<file path="src/core/shunt_cal_pkg.sv">
package shunt_cal_pkg;

  // ==========================================================================
  // register map
  // ==========================================================================
  localparam logic [7:0] OFFSET_CAL_HIGH_WORD_ADDR = 8'hC4;
  localparam logic [7:0] OFFSET_CAL_LOW_BYTE_ADDR = 8'hC5;
  localparam logic [7:0] GAIN_CAL_WORD_ADDR = 8'hC6;
  localparam logic [7:0] OVERCURRENT_COMPARE_CONFIG_ADDR = 8'hC7;
  localparam logic [7:0] HIGH_TRIP_THRESHOLD_ADDR = 8'hC8;
  localparam logic [7:0] LOW_TRIP_THRESHOLD_ADDR = 8'hC9;

  // configuration field positions
  localparam int CFG_ENABLE_BIT = 15;
  localparam int CFG_POLARITY_BIT = 14;
  localparam int CFG_SPARE_BIT = 13;
  localparam int CFG_DEGLITCH_MSB = 12;
  localparam int CFG_DEGLITCH_LSB = 8;
  localparam int OFFSET_LOW_MSB = 15;
  localparam int OFFSET_LOW_LSB = 8;

  // reset values and threshold disable codes
  localparam logic [15:0] HIGH_TRIP_THRESHOLD_RESET = 16'h7FFF;
  localparam logic [15:0] LOW_TRIP_THRESHOLD_RESET = 16'h8000;
  localparam logic [15:0] HIGH_DETECT_OFF = 16'h7FFF;
  localparam logic [15:0] LOW_DETECT_OFF = 16'h8000;

  // fast filter and gain correction
  localparam int FAST_FILTER_RATIO = 64;
  localparam int FAST_FILTER_SHIFT = 3;
  localparam int GAIN_FRACTION_BITS = 16;
  localparam logic [17:0] GAIN_UNITY = 18'h10000;

  // ==========================================================================
  // carriers
  // ==========================================================================
  typedef struct packed {
    logic wr_en;
    logic rd_en;
    logic [7:0] addr;
    logic [15:0] wr_data;
  } reg_req_type;

  typedef struct packed {
    logic valid;
    logic [23:0] data;
  } conv_word_type;

  // ==========================================================================
  // deglitch count decode, code to number of consecutive samples
  // ==========================================================================
  function automatic logic [6:0] deglitch_count(input logic [4:0] code);
    logic [6:0] n;
    n = 7'h01;
    if (code <= 5'h09) begin
      n = 7'(code) + 7'h01;
    end else if (code <= 5'h0E) begin
      n = 7'h0C + 7'({code - 5'h0A, 1'b0});
    end else if (code <= 5'h11) begin
      n = 7'h18 + 7'({code - 5'h0F, 2'b00});
    end else if (code <= 5'h1B) begin
      n = 7'h28 + 7'({code - 5'h12, 3'b000});
    end else begin
      n = 7'h78;
    end
    return n;
  endfunction

endpackage

</file>
<file path="src/core/fast_sinc3_filter.sv">
`timescale 1ns/10ps
`default_nettype none
module fast_sinc3_filter
  import shunt_cal_pkg::*;
#(
  parameter int ACC_WIDTH = 20
) (
  // clock and reset
  input wire logic clk_i,
  input wire logic sys_rst_i,
  // control
  input wire logic enable_i,
  // modulator bitstream
  input wire logic mod_strobe_i,
  input wire logic mod_bit_i,
  // filtered sample
  output logic sample_valid_o,
  output logic [15:0] sample_o
);

  typedef struct packed {
    logic [ACC_WIDTH-1:0] int1;
    logic [ACC_WIDTH-1:0] int2;
    logic [ACC_WIDTH-1:0] int3;
    logic [ACC_WIDTH-1:0] dly1;
    logic [ACC_WIDTH-1:0] dly2;
    logic [ACC_WIDTH-1:0] dly3;
    logic [5:0] phase;
    logic valid;
    logic [15:0] sample;
  } sinc_state_type;

  sinc_state_type st;
  sinc_state_type next_st;

  logic [ACC_WIDTH-1:0] step;
  logic [ACC_WIDTH-1:0] a1;
  logic [ACC_WIDTH-1:0] a2;
  logic [ACC_WIDTH-1:0] a3;
  logic [ACC_WIDTH-1:0] c1;
  logic [ACC_WIDTH-1:0] c2;
  logic [ACC_WIDTH-1:0] c3;
  logic signed [ACC_WIDTH-1:0] scaled;

  // ==========================================================================
  // integrators at modulator rate, combs at one sample per 64 bits
  // ==========================================================================
  always_comb begin
    next_st = st;
    next_st.valid = 1'b0;
    step = mod_bit_i ? ACC_WIDTH'(1) : {ACC_WIDTH{1'b1}};
    a1 = st.int1 + step;
    a2 = st.int2 + a1;
    a3 = st.int3 + a2;
    c1 = a3 - st.dly1;
    c2 = c1 - st.dly2;
    c3 = c2 - st.dly3;
    scaled = $signed(c3) >>> FAST_FILTER_SHIFT;
    if (!enable_i) begin
      next_st = '0;
    end else if (mod_strobe_i) begin
      next_st.int1 = a1;
      next_st.int2 = a2;
      next_st.int3 = a3;
      next_st.phase = st.phase + 6'h01;
      if (st.phase == 6'(FAST_FILTER_RATIO - 1)) begin
        next_st.dly1 = a3;
        next_st.dly2 = c1;
        next_st.dly3 = c2;
        next_st.valid = 1'b1;
        if (scaled > ACC_WIDTH'(32767)) begin
          next_st.sample = 16'h7FFF;
        end else begin
          next_st.sample = scaled[15:0];
        end
      end
    end
  end

  always_ff @(posedge clk_i or posedge sys_rst_i) begin
    if (sys_rst_i) begin
      st <= '0;
    end else begin
      st <= next_st;
    end
  end

  assign sample_valid_o = st.valid;
  assign sample_o = st.sample;

  AST_SINC_DECIMATION: assert property (@(posedge clk_i) disable iff (sys_rst_i)
    sample_valid_o |=> !sample_valid_o [*8])
    else $error("fast filter produced samples closer than the decimation ratio");

endmodule // fast_sinc3_filter
`default_nettype wire

</file>
<file path="src/core/conversion_corrector.sv">
`timescale 1ns/10ps
`default_nettype none
module conversion_corrector
  import shunt_cal_pkg::*;
(
  // clock and reset
  input wire logic clk_i,
  input wire logic sys_rst_i,
  // correction words
  input wire logic [23:0] offset_correction_word_i,
  input wire logic [15:0] gain_correction_word_i,
  // raw and corrected results
  input wire conv_word_type raw_i,
  output conv_word_type corrected_o
);

  conv_word_type st;
  conv_word_type next_st;

  logic signed [24:0] diff;
  logic signed [17:0] factor;
  logic signed [42:0] product;
  logic signed [26:0] scaled;

  // ==========================================================================
  // subtract offset, multiply by 1 + g/65536, saturate to 24 bits
  // ==========================================================================
  always_comb begin
    next_st = st;
    next_st.valid = raw_i.valid;
    // offset and result share one 24-bit step, so they subtract directly
    diff = $signed({raw_i.data[23], raw_i.data})
         - $signed({offset_correction_word_i[23], offset_correction_word_i});
    factor = $signed(GAIN_UNITY + {{2{gain_correction_word_i[15]}},
                                   gain_correction_word_i});
    product = 43'(diff * factor);
    scaled = 27'(product >>> GAIN_FRACTION_BITS);
    if (raw_i.valid) begin
      if (scaled > 27'sh07FFFFF) begin
        next_st.data = 24'h7FFFFF;
      end else if (scaled < -27'sh0800000) begin
        next_st.data = 24'h800000;
      end else begin
        next_st.data = scaled[23:0];
      end
    end
  end

  always_ff @(posedge clk_i or posedge sys_rst_i) begin
    if (sys_rst_i) begin
      st <= '0;
    end else begin
      st <= next_st;
    end
  end

  assign corrected_o = st;

  AST_CORRECTION_LATENCY: assert property (@(posedge clk_i) disable iff (sys_rst_i)
    raw_i.valid && offset_correction_word_i == 24'h000000 && gain_correction_word_i == 16'h0000
    |=> corrected_o.valid && corrected_o.data == $past(raw_i.data))
    else $error("neutral correction did not pass the result unchanged");

endmodule // conversion_corrector
`default_nettype wire

</file>
<file path="src/core/shunt_cal_overcurrent.sv">
`timescale 1ns/10ps
`default_nettype none
module shunt_cal_overcurrent
  import shunt_cal_pkg::*;
(
  // clock and reset
  input wire logic clk_i,
  input wire logic sys_rst_i,
  // register access
  input wire reg_req_type reg_req_i,
  output logic [15:0] rd_data_o,
  output logic rd_valid_o,
  // modulator bitstream of the second current converter
  input wire logic mod_strobe_i,
  input wire logic mod_bit_i,
  // main-path conversion results
  input wire conv_word_type raw_result_i,
  output conv_word_type corrected_result_o,
  // fast filter sample
  output logic fast_sample_valid_o,
  output logic [15:0] fast_sample_o,
  // comparator status
  output logic high_threshold_trip_o,
  output logic low_threshold_trip_o,
  output logic overcurrent_fault_output_o,
  // shared general-purpose pin
  input wire logic shared_pin_source_select_i,
  input wire logic shared_pin_output_format_i,
  input wire logic shared_pin_gpio_data_i,
  output logic shared_pin_o,
  output logic shared_pin_oe_n_o
);

  typedef struct packed {
    logic [15:0] offset_high;
    logic [7:0] offset_low;
    logic [15:0] gain;
    logic comparator_enable;
    logic fault_output_polarity;
    logic cfg_spare;
    logic [4:0] deglitch_count_select;
    logic [15:0] high_trip_threshold;
    logic [15:0] low_trip_threshold;
    logic [6:0] high_count;
    logic [6:0] low_count;
    logic high_trip;
    logic low_trip;
    logic [15:0] rd_data;
    logic rd_valid;
  } block_state_type;

  localparam block_state_type BLOCK_RESET = '{
    high_trip_threshold: HIGH_TRIP_THRESHOLD_RESET,
    low_trip_threshold: LOW_TRIP_THRESHOLD_RESET,
    default: '0
  };

  block_state_type st;
  block_state_type next_st;

  logic [23:0] offset_correction_word;
  logic sample_valid;
  logic [15:0] sample;
  logic high_cond;
  logic low_cond;
  logic [6:0] needed;
  logic [7:0] high_next_cnt;
  logic [7:0] low_next_cnt;
  logic fault;

  // ==========================================================================
  // submodules
  // ==========================================================================
  assign offset_correction_word = {st.offset_high, st.offset_low};

  conversion_corrector u_corrector (
    .clk_i(clk_i),
    .sys_rst_i(sys_rst_i),
    .offset_correction_word_i(offset_correction_word),
    .gain_correction_word_i(st.gain),
    .raw_i(raw_result_i),
    .corrected_o(corrected_result_o)
  );

  // only the comparator enable gates the filter, never start or stop
  fast_sinc3_filter #(
    .ACC_WIDTH(20)
  ) u_fast_filter (
    .clk_i(clk_i),
    .sys_rst_i(sys_rst_i),
    .enable_i(st.comparator_enable),
    .mod_strobe_i(mod_strobe_i),
    .mod_bit_i(mod_bit_i),
    .sample_valid_o(sample_valid),
    .sample_o(sample)
  );

  // ==========================================================================
  // comparator and registers
  // ==========================================================================
  always_comb begin
    next_st = st;
    next_st.rd_valid = 1'b0;
    high_cond = (st.high_trip_threshold != HIGH_DETECT_OFF)
             && ($signed(sample) > $signed(st.high_trip_threshold));
    low_cond = (st.low_trip_threshold != LOW_DETECT_OFF)
            && ($signed(sample) < $signed(st.low_trip_threshold));
    needed = deglitch_count(st.deglitch_count_select);
    high_next_cnt = {1'b0, st.high_count} + 8'h01;
    low_next_cnt = {1'b0, st.low_count} + 8'h01;

    if (!st.comparator_enable) begin
      next_st.high_count = '0;
      next_st.low_count = '0;
      next_st.high_trip = 1'b0;
      next_st.low_trip = 1'b0;
    end else if (sample_valid) begin
      if (high_cond) begin
        if (high_next_cnt <= 8'h7F) begin
          next_st.high_count = high_next_cnt[6:0];
        end
        next_st.high_trip = st.high_trip || (high_next_cnt >= {1'b0, needed});
      end else begin
        next_st.high_count = '0;
        next_st.high_trip = 1'b0;
      end
      if (low_cond) begin
        if (low_next_cnt <= 8'h7F) begin
          next_st.low_count = low_next_cnt[6:0];
        end
        next_st.low_trip = st.low_trip || (low_next_cnt >= {1'b0, needed});
      end else begin
        next_st.low_count = '0;
        next_st.low_trip = 1'b0;
      end
    end

    if (reg_req_i.wr_en) begin
      if (reg_req_i.addr == OFFSET_CAL_HIGH_WORD_ADDR) begin
        next_st.offset_high = reg_req_i.wr_data;
      end else if (reg_req_i.addr == OFFSET_CAL_LOW_BYTE_ADDR) begin
        next_st.offset_low = reg_req_i.wr_data[OFFSET_LOW_MSB:OFFSET_LOW_LSB];
      end else if (reg_req_i.addr == GAIN_CAL_WORD_ADDR) begin
        next_st.gain = reg_req_i.wr_data;
      end else if (reg_req_i.addr == OVERCURRENT_COMPARE_CONFIG_ADDR) begin
        next_st.comparator_enable = reg_req_i.wr_data[CFG_ENABLE_BIT];
        next_st.fault_output_polarity = reg_req_i.wr_data[CFG_POLARITY_BIT];
        next_st.cfg_spare = reg_req_i.wr_data[CFG_SPARE_BIT];
        next_st.deglitch_count_select = reg_req_i.wr_data[CFG_DEGLITCH_MSB:CFG_DEGLITCH_LSB];
      end else if (reg_req_i.addr == HIGH_TRIP_THRESHOLD_ADDR) begin
        next_st.high_trip_threshold = reg_req_i.wr_data;
      end else if (reg_req_i.addr == LOW_TRIP_THRESHOLD_ADDR) begin
        next_st.low_trip_threshold = reg_req_i.wr_data;
      end
    end

    if (reg_req_i.rd_en) begin
      next_st.rd_valid = 1'b1;
      if (reg_req_i.addr == OFFSET_CAL_HIGH_WORD_ADDR) begin
        next_st.rd_data = st.offset_high;
      end else if (reg_req_i.addr == OFFSET_CAL_LOW_BYTE_ADDR) begin
        next_st.rd_data = {st.offset_low, 8'h00};
      end else if (reg_req_i.addr == GAIN_CAL_WORD_ADDR) begin
        next_st.rd_data = st.gain;
      end else if (reg_req_i.addr == OVERCURRENT_COMPARE_CONFIG_ADDR) begin
        next_st.rd_data = {st.comparator_enable, st.fault_output_polarity, st.cfg_spare,
                           st.deglitch_count_select, 8'h00};
      end else if (reg_req_i.addr == HIGH_TRIP_THRESHOLD_ADDR) begin
        next_st.rd_data = st.high_trip_threshold;
      end else if (reg_req_i.addr == LOW_TRIP_THRESHOLD_ADDR) begin
        next_st.rd_data = st.low_trip_threshold;
      end else begin
        next_st.rd_data = 16'h0000;
      end
    end
  end

  always_ff @(posedge clk_i or posedge sys_rst_i) begin
    if (sys_rst_i) begin
      st <= BLOCK_RESET;
    end else begin
      st <= next_st;
    end
  end

  // ==========================================================================
  // outputs and shared pin
  // ==========================================================================
  assign fault = st.high_trip || st.low_trip;
  assign overcurrent_fault_output_o = st.fault_output_polarity ? fault : !fault;
  assign high_threshold_trip_o = st.high_trip;
  assign low_threshold_trip_o = st.low_trip;
  assign fast_sample_valid_o = sample_valid;
  assign fast_sample_o = sample;
  assign rd_data_o = st.rd_data;
  assign rd_valid_o = st.rd_valid;

  // format 1 is open drain: only a low level is driven
  always_comb begin
    shared_pin_o = shared_pin_source_select_i ? overcurrent_fault_output_o
                                              : shared_pin_gpio_data_i;
    shared_pin_oe_n_o = shared_pin_output_format_i && shared_pin_o;
  end

  // ==========================================================================
  // checks
  // ==========================================================================
  AST_HIGH_DISABLED: assert property (@(posedge clk_i) disable iff (sys_rst_i)
    sample_valid && st.high_trip_threshold == 16'h7FFF |=> !high_threshold_trip_o)
    else $error("high trip raised with high detection disabled");

  AST_LOW_DISABLED: assert property (@(posedge clk_i) disable iff (sys_rst_i)
    sample_valid && st.low_trip_threshold == 16'h8000 |=> !low_threshold_trip_o)
    else $error("low trip raised with low detection disabled");

  AST_DISABLE_CLEARS: assert property (@(posedge clk_i) disable iff (sys_rst_i)
    !st.comparator_enable |=> !high_threshold_trip_o && !low_threshold_trip_o
      && !fast_sample_valid_o)
    else $error("comparator active while disabled");

  AST_COUNTER_RESTART: assert property (@(posedge clk_i) disable iff (sys_rst_i)
    st.comparator_enable && sample_valid && !high_cond |=> st.high_count == 7'h00
      && !high_threshold_trip_o)
    else $error("deglitch counter did not restart");

  AST_SINGLE_SAMPLE_TRIP: assert property (@(posedge clk_i) disable iff (sys_rst_i)
    st.comparator_enable && sample_valid && low_cond && st.deglitch_count_select == 5'h00
    |=> low_threshold_trip_o)
    else $error("code zero did not trip on one sample");

  AST_NO_EARLY_TRIP: assert property (@(posedge clk_i) disable iff (sys_rst_i)
    $rose(high_threshold_trip_o) |-> {1'b0, st.high_count} >= {1'b0, needed}
      || $past(st.deglitch_count_select) != st.deglitch_count_select)
    else $error("high trip before the deglitch count was reached");

  AST_FAULT_POLARITY: assert property (@(posedge clk_i) disable iff (sys_rst_i)
    $past(st.comparator_enable) == 1'b0 && !fault
    |-> overcurrent_fault_output_o == !st.fault_output_polarity)
    else $error("idle fault level does not match polarity");

  AST_PIN_GPIO: assert property (@(posedge clk_i) disable iff (sys_rst_i)
    !shared_pin_source_select_i && !shared_pin_output_format_i
    |-> shared_pin_o == shared_pin_gpio_data_i && !shared_pin_oe_n_o)
    else $error("shared pin not carrying general-purpose data");

  AST_OFFSET_WRITE: assert property (@(posedge clk_i) disable iff (sys_rst_i)
    reg_req_i.wr_en && reg_req_i.addr == OFFSET_CAL_LOW_BYTE_ADDR
    |=> offset_correction_word[7:0] == $past(reg_req_i.wr_data[15:8]))
    else $error("offset low byte not taken from bits 15 to 8");

  AST_LOW_BYTE_READ: assert property (@(posedge clk_i) disable iff (sys_rst_i)
    reg_req_i.rd_en && reg_req_i.addr == OFFSET_CAL_LOW_BYTE_ADDR
    |=> rd_valid_o && rd_data_o[7:0] == 8'h00)
    else $error("reserved low byte of offset register not zero");

  AST_LOW_COUNTER_RESTART: assert property (@(posedge clk_i) disable iff (sys_rst_i)
    st.comparator_enable && sample_valid && !low_cond |=> st.low_count == 7'h00
      && !low_threshold_trip_o)
    else $error("low deglitch counter did not restart");

  AST_LOW_NO_EARLY_TRIP: assert property (@(posedge clk_i) disable iff (sys_rst_i)
    $rose(low_threshold_trip_o) |-> {1'b0, st.low_count} >= {1'b0, needed}
      || $past(st.deglitch_count_select) != st.deglitch_count_select)
    else $error("low trip before the deglitch count was reached");

  AST_HIGH_EQUAL_NO_COUNT: assert property (@(posedge clk_i) disable iff (sys_rst_i)
    st.comparator_enable && sample_valid && sample == st.high_trip_threshold
    |=> st.high_count == 7'h00 && !high_threshold_trip_o)
    else $error("sample equal to high threshold counted as exceeding");

  AST_COUNT_ONLY_ON_SAMPLE: assert property (@(posedge clk_i) disable iff (sys_rst_i)
    st.comparator_enable && !sample_valid
    |=> st.high_count == $past(st.high_count) && st.low_count == $past(st.low_count)
      && $stable(high_threshold_trip_o) && $stable(low_threshold_trip_o))
    else $error("deglitch state moved without a new fast-filter sample");

  AST_FAULT_ACTIVE: assert property (@(posedge clk_i) disable iff (sys_rst_i)
    high_threshold_trip_o || low_threshold_trip_o
    |-> overcurrent_fault_output_o == st.fault_output_polarity)
    else $error("fault output not at its active level while a trip is set");

  AST_PIN_FAULT_SOURCE: assert property (@(posedge clk_i) disable iff (sys_rst_i)
    shared_pin_source_select_i |-> shared_pin_o == overcurrent_fault_output_o)
    else $error("shared pin not carrying the fault output when selected");

  AST_PIN_RELEASE: assert property (@(posedge clk_i) disable iff (sys_rst_i)
    shared_pin_output_format_i && shared_pin_o |-> shared_pin_oe_n_o)
    else $error("open-drain pin driven high");

endmodule // shunt_cal_overcurrent
`default_nettype wire

</file>
<file path="config.mk">
export PLATFORM = sky130hd
export DESIGN_NAME = shunt_cal_overcurrent
export DESIGN_NICKNAME = d
export VERILOG_FILES = /design/src/core/shunt_cal_pkg.sv /design/src/core/fast_sinc3_filter.sv /design/src/core/conversion_corrector.sv /design/src/core/shunt_cal_overcurrent.sv
export SDC_FILE = /design/constraint.sdc
export NUM_CORES = 2
export LEC_CHECK = 0
export ABC_AREA = 1
export BUFFER_PORTS_ARGS = -buffer_cell sky130_fd_sc_hd__buf_2
export CORE_ASPECT_RATIO = 1.75
export CORE_MARGIN = 2
export CORE_UTILIZATION = 65
export CTS_CLUSTER_SIZE = 25
export DETAILED_ROUTE_END_ITERATION = 7
export PLACE_DENSITY = 0.83
export SKIP_CTS_REPAIR_TIMING = 1
export SLEW_MARGIN = 20
export SYNTH_ARGS = -nofsm -noshare
export SYNTH_HDL_FRONTEND = slang
export SYNTH_SLANG_ARGS = --single-unit
</file>
<file path="constraint.sdc">
create_clock -name clk_i -period 10.7 [get_ports clk_i]
set_input_delay 1.605 -clock clk_i [delete_from_list [all_inputs] [get_ports clk_i]]
set_output_delay 1.605 -clock clk_i [all_outputs]
set_load 0.05 [all_outputs]
</file>
==> impl_results.md <==
* Max Cap Violations at 0
* Antenna Violating Nets Remaining at 0
* Worst Path Arrival at ~10 ns
* Worst hold path startpoint: u_fast_filter.st[73]$_DFFE_PP0P_
* Clock transition at path regs at 0.07 ns
* WP data required at about 11 ns
* Yosys warnings at 0
* GRT overflow at 0
* DR vias/cell at just under 6
* Boundary Pins at roughly 120
* Status: finished, violations left
* Unique cell type count in the Yosys netlist at between 60 and 70
* Clock Path Buffers at 3
* Final Hold Vio Count at 0
* Wire length per cell at 20.4 µm
* Wire length of the first global-routing pass at 163000 µm
* Synth top area cells: fa_1 (23%), dfrtp_1 (19%), ha_1 (12%), nand2_1 (9.8%), inv_1 (9.6%)
* Number of synthesized flops with an enable pin at 0
* Least-Margin Pin Slew at 1.25 ns
* Root Buffer: clkbuf_16
* Critical path startpoint category: input pin
* Cell area after synthesis at 34400 µm²
* Synth Instances at around 4.3k
* Final Slew Violations at 0
* Syn_area_per_cell at about 8 µm²
* Post-synth top flop: dfrtp_1
* Synthesized net count at roughly 5.1k
* Total negative slack at 0 ns
* FF-to-FF End: u_corrector.corrected_o[3]$_DFFE_PP0P_
* Initial antenna violation count at 5
* Quantity of I/O buffers inserted on ports at 121
* H-tree depth at 1
* Post-layout util at 69.7%
* Worst path most repeated cell: nand2_1
* RSZ-0062 raised after global routing: false
* Skew final at roughly 0.032 ns
* Crit Reg-Reg Startpoint: offset_correction_word[6]$_DFFE_PP0P_
* Sequential area share after synthesis at between 20 and 25%
* Final hold slack at about 0.49 ns
* CTS tree: yes
* Final wirelength at 104000 µm
* Final Wtd Congestion at between 1 and 1.5
* Sink Count at 281
* CP Capture Type: flop
* Grt met2 use at around 66%
* Initial DRC count at 2580
* Vias in the first global route at around 31k
* Core area at about 52000 µm²
* # setup viols final at 0
* Initial core utilization at between 60% and 70%
* Detail Placement HPWL at 78100 µm
* Slowest Stage Delay on Critical Path at roughly 0.62 ns
* Register bit total from synthesis at 281
* Most frequent cells in the layout: nand2_1 (900), inv_1 (877), fa_1 (398)
* Multi-input logic area at 23400 µm²
* Clk_lat worst skew at 0.61 ns
* Largest net degree at the start of global routing at around 170
* Vias at approximately 30k
* Net count, final at between 5k and 6k
* Largest area contributor in the netlist: fa_1
* GR peak layer: met2
* Slowest CP cell: fa_1
* Num CTS Buffers at 29
* Violated checks: DRC
* Crit-path max FO at 23
* Worst Hold Class: flop to flop
* Period utilisation layout at 93.0%
* Worst Hold Path EP: u_fast_filter.st[73]$_DFFE_PP0P_
* Met1 usage at roughly 39%
* Die Footprint at roughly 55000 µm²
* Pre-Repair DR Iteration Count at 8
* Area Overhead vs Synth at 6.00%
* Die H at about 310 µm
* Row cnt at ~110
* Total track usage at around two fifths
* Max Clk Rate at ~100 MHz
* Register-to-Register Path Depth at 40
* Grt met3 use at approximately an eighth
* Relative slew slack at 16.5%
* Min cycle time layout at between 9 and 10 ns
* Critical path class: input pin to flop
* Post-synthesis async set-or-reset flop share at 100%
* Worst hold path stage count at 2
* Layout fillers at ~4.2k
* Reg area at slightly above 7000 µm²
* DR DRC count at 1
* Share of cells above drive strength 1 at 7.42%
* Die width at 178 µm
* Reg-to-reg slack, setup at roughly 1.4 ns
* Commonest non-fill, non-tap cell in the layout: nand2_1
* Synth top area share at 23.1%
==> metrics by stage <==
step	worst slack (ns)	cells	instance area (µm²)
3_5_place_dp	0.0318	5015	35400
6_report	0.747	5071	36500
5_1_grt	0.0505	5069	36500
2_1_floorplan	1.37	4339	34400
4_1_cts	0.612	5069	36400
3_3_place_gp	0.147	5015	35400
==> how the worst max path moves through the flow <==
stage	start	endpoint	slack (ns)	cells after the start
2_1_floorplan	sys_rst_i	high_threshold_trip_o$_DFFE_PP0P_	1.37	1
3_3_place_gp	raw_result_i[6]	u_corrector.corrected_o[5]$_DFFE_PP0P_	0.15	40
3_5_place_dp	raw_result_i[6]	u_corrector.corrected_o[12]$_DFFE_PP0P_	0.03	40
4_1_cts	raw_result_i[6]	u_corrector.corrected_o[3]$_DFFE_PP0P_	0.61	40
5_1_grt	mod_bit_i	u_fast_filter.sample_o[14]$_DFFE_PP0P_	0.05	49
6_report	raw_result_i[3]	u_corrector.corrected_o[3]$_DFFE_PP0P_	0.75	41
==> Yosys cell counts (3+ instances only) <==
| cell type | count |
|---|---|
| buf_2 | 4 |
| xor2_1 | 105 |
| o21a_1 | 8 |
| a221oi_1 | 3 |
| nand3_2 | 5 |
| nand2_1 | 901 |
| o221ai_1 | 10 |
| o21ai_0 | 248 |
| a22oi_1 | 3 |
| mux2i_1 | 3 |
| a21boi_0 | 4 |
| a41oi_1 | 5 |
| o31ai_1 | 3 |
| a21o_1 | 16 |
| nand2_2 | 16 |
| o21bai_2 | 3 |
| o22ai_1 | 47 |
| nor2_2 | 3 |
| nor3_1 | 21 |
| o2111ai_1 | 3 |
| nor2_1 | 261 |
| o21bai_1 | 16 |
| nor4_1 | 17 |
| or2_2 | 50 |
| ha_1 | 327 |
| xnor2_1 | 55 |
| a31oi_1 | 22 |
| clkbuf_1 | 104 |
| nand4_1 | 25 |
| fa_1 | 398 |
| dfstp_2 | 16 |
| o211ai_1 | 17 |
| buf_4 | 37 |
| nand3_1 | 137 |
| o21ai_1 | 6 |
| dfrtp_1 | 265 |
| inv_1 | 880 |
| clkinv_1 | 5 |
| a21oi_1 | 252 |
| buf_1 | 7 |
==> flip-flops by register name, summed over array words and instances (netlist names) <==
register and cells:
high_threshold_trip_o 1, offset_correction_word 24, u_fast_filter.st 126, rd_valid_o 1
low_threshold_trip_o 1, u_fast_filter.sample_o 16, rd_data_o 16, u_corrector.corrected_o 25
st 70, u_fast_filter.sample_valid_o 1
==> final cells by class <==
cell class                 instances  share of cell area [%]
timing repair buffer             151                    2.38
inverter                         887                    9.16
antenna                            2                  0.0137
tap                              678                    2.32
multi-input combinational       3018                    64.0
sequential                       281                    19.3
clock inverter                    22                   0.652
clock buffer                      32                    2.10
==> metal layers <==
layer	up-vias	part of all wire, %
li1	13565	-
met1	14350	32
met2	1336	49
met3	566	9.4
met4	6	9.9
met5	-	0.14
==> cell families after synthesis <==
| family | synth area share (%) |
|---|---|
| buffers and inverters | 11.8 |
| adder cells (fa/ha/maj) | 35.0 |
| XOR/XNOR | 4.07 |
| flip-flops | 20.5 |
| AND/OR/NAND/NOR | 17.5 |
| multiplexers | 0.0872 |
| other | 0.0218 |
| AO/OA/AOI/OAI | 11.1 |
==> worst max-delay path, delay by kind of cell <==
family                     cells  cell delay (ns)
AOI/OAI and AO/OA             10             1.46
and+or+nand+nor               14             2.49
adders and majority gates      8             3.59
buffers and inverters          8             1.03
xor gates and xnor gates       1             0.23
Power is not shown: default switching activity piles up to over one toggle a cycle in this logic, so the estimate is an artifact.
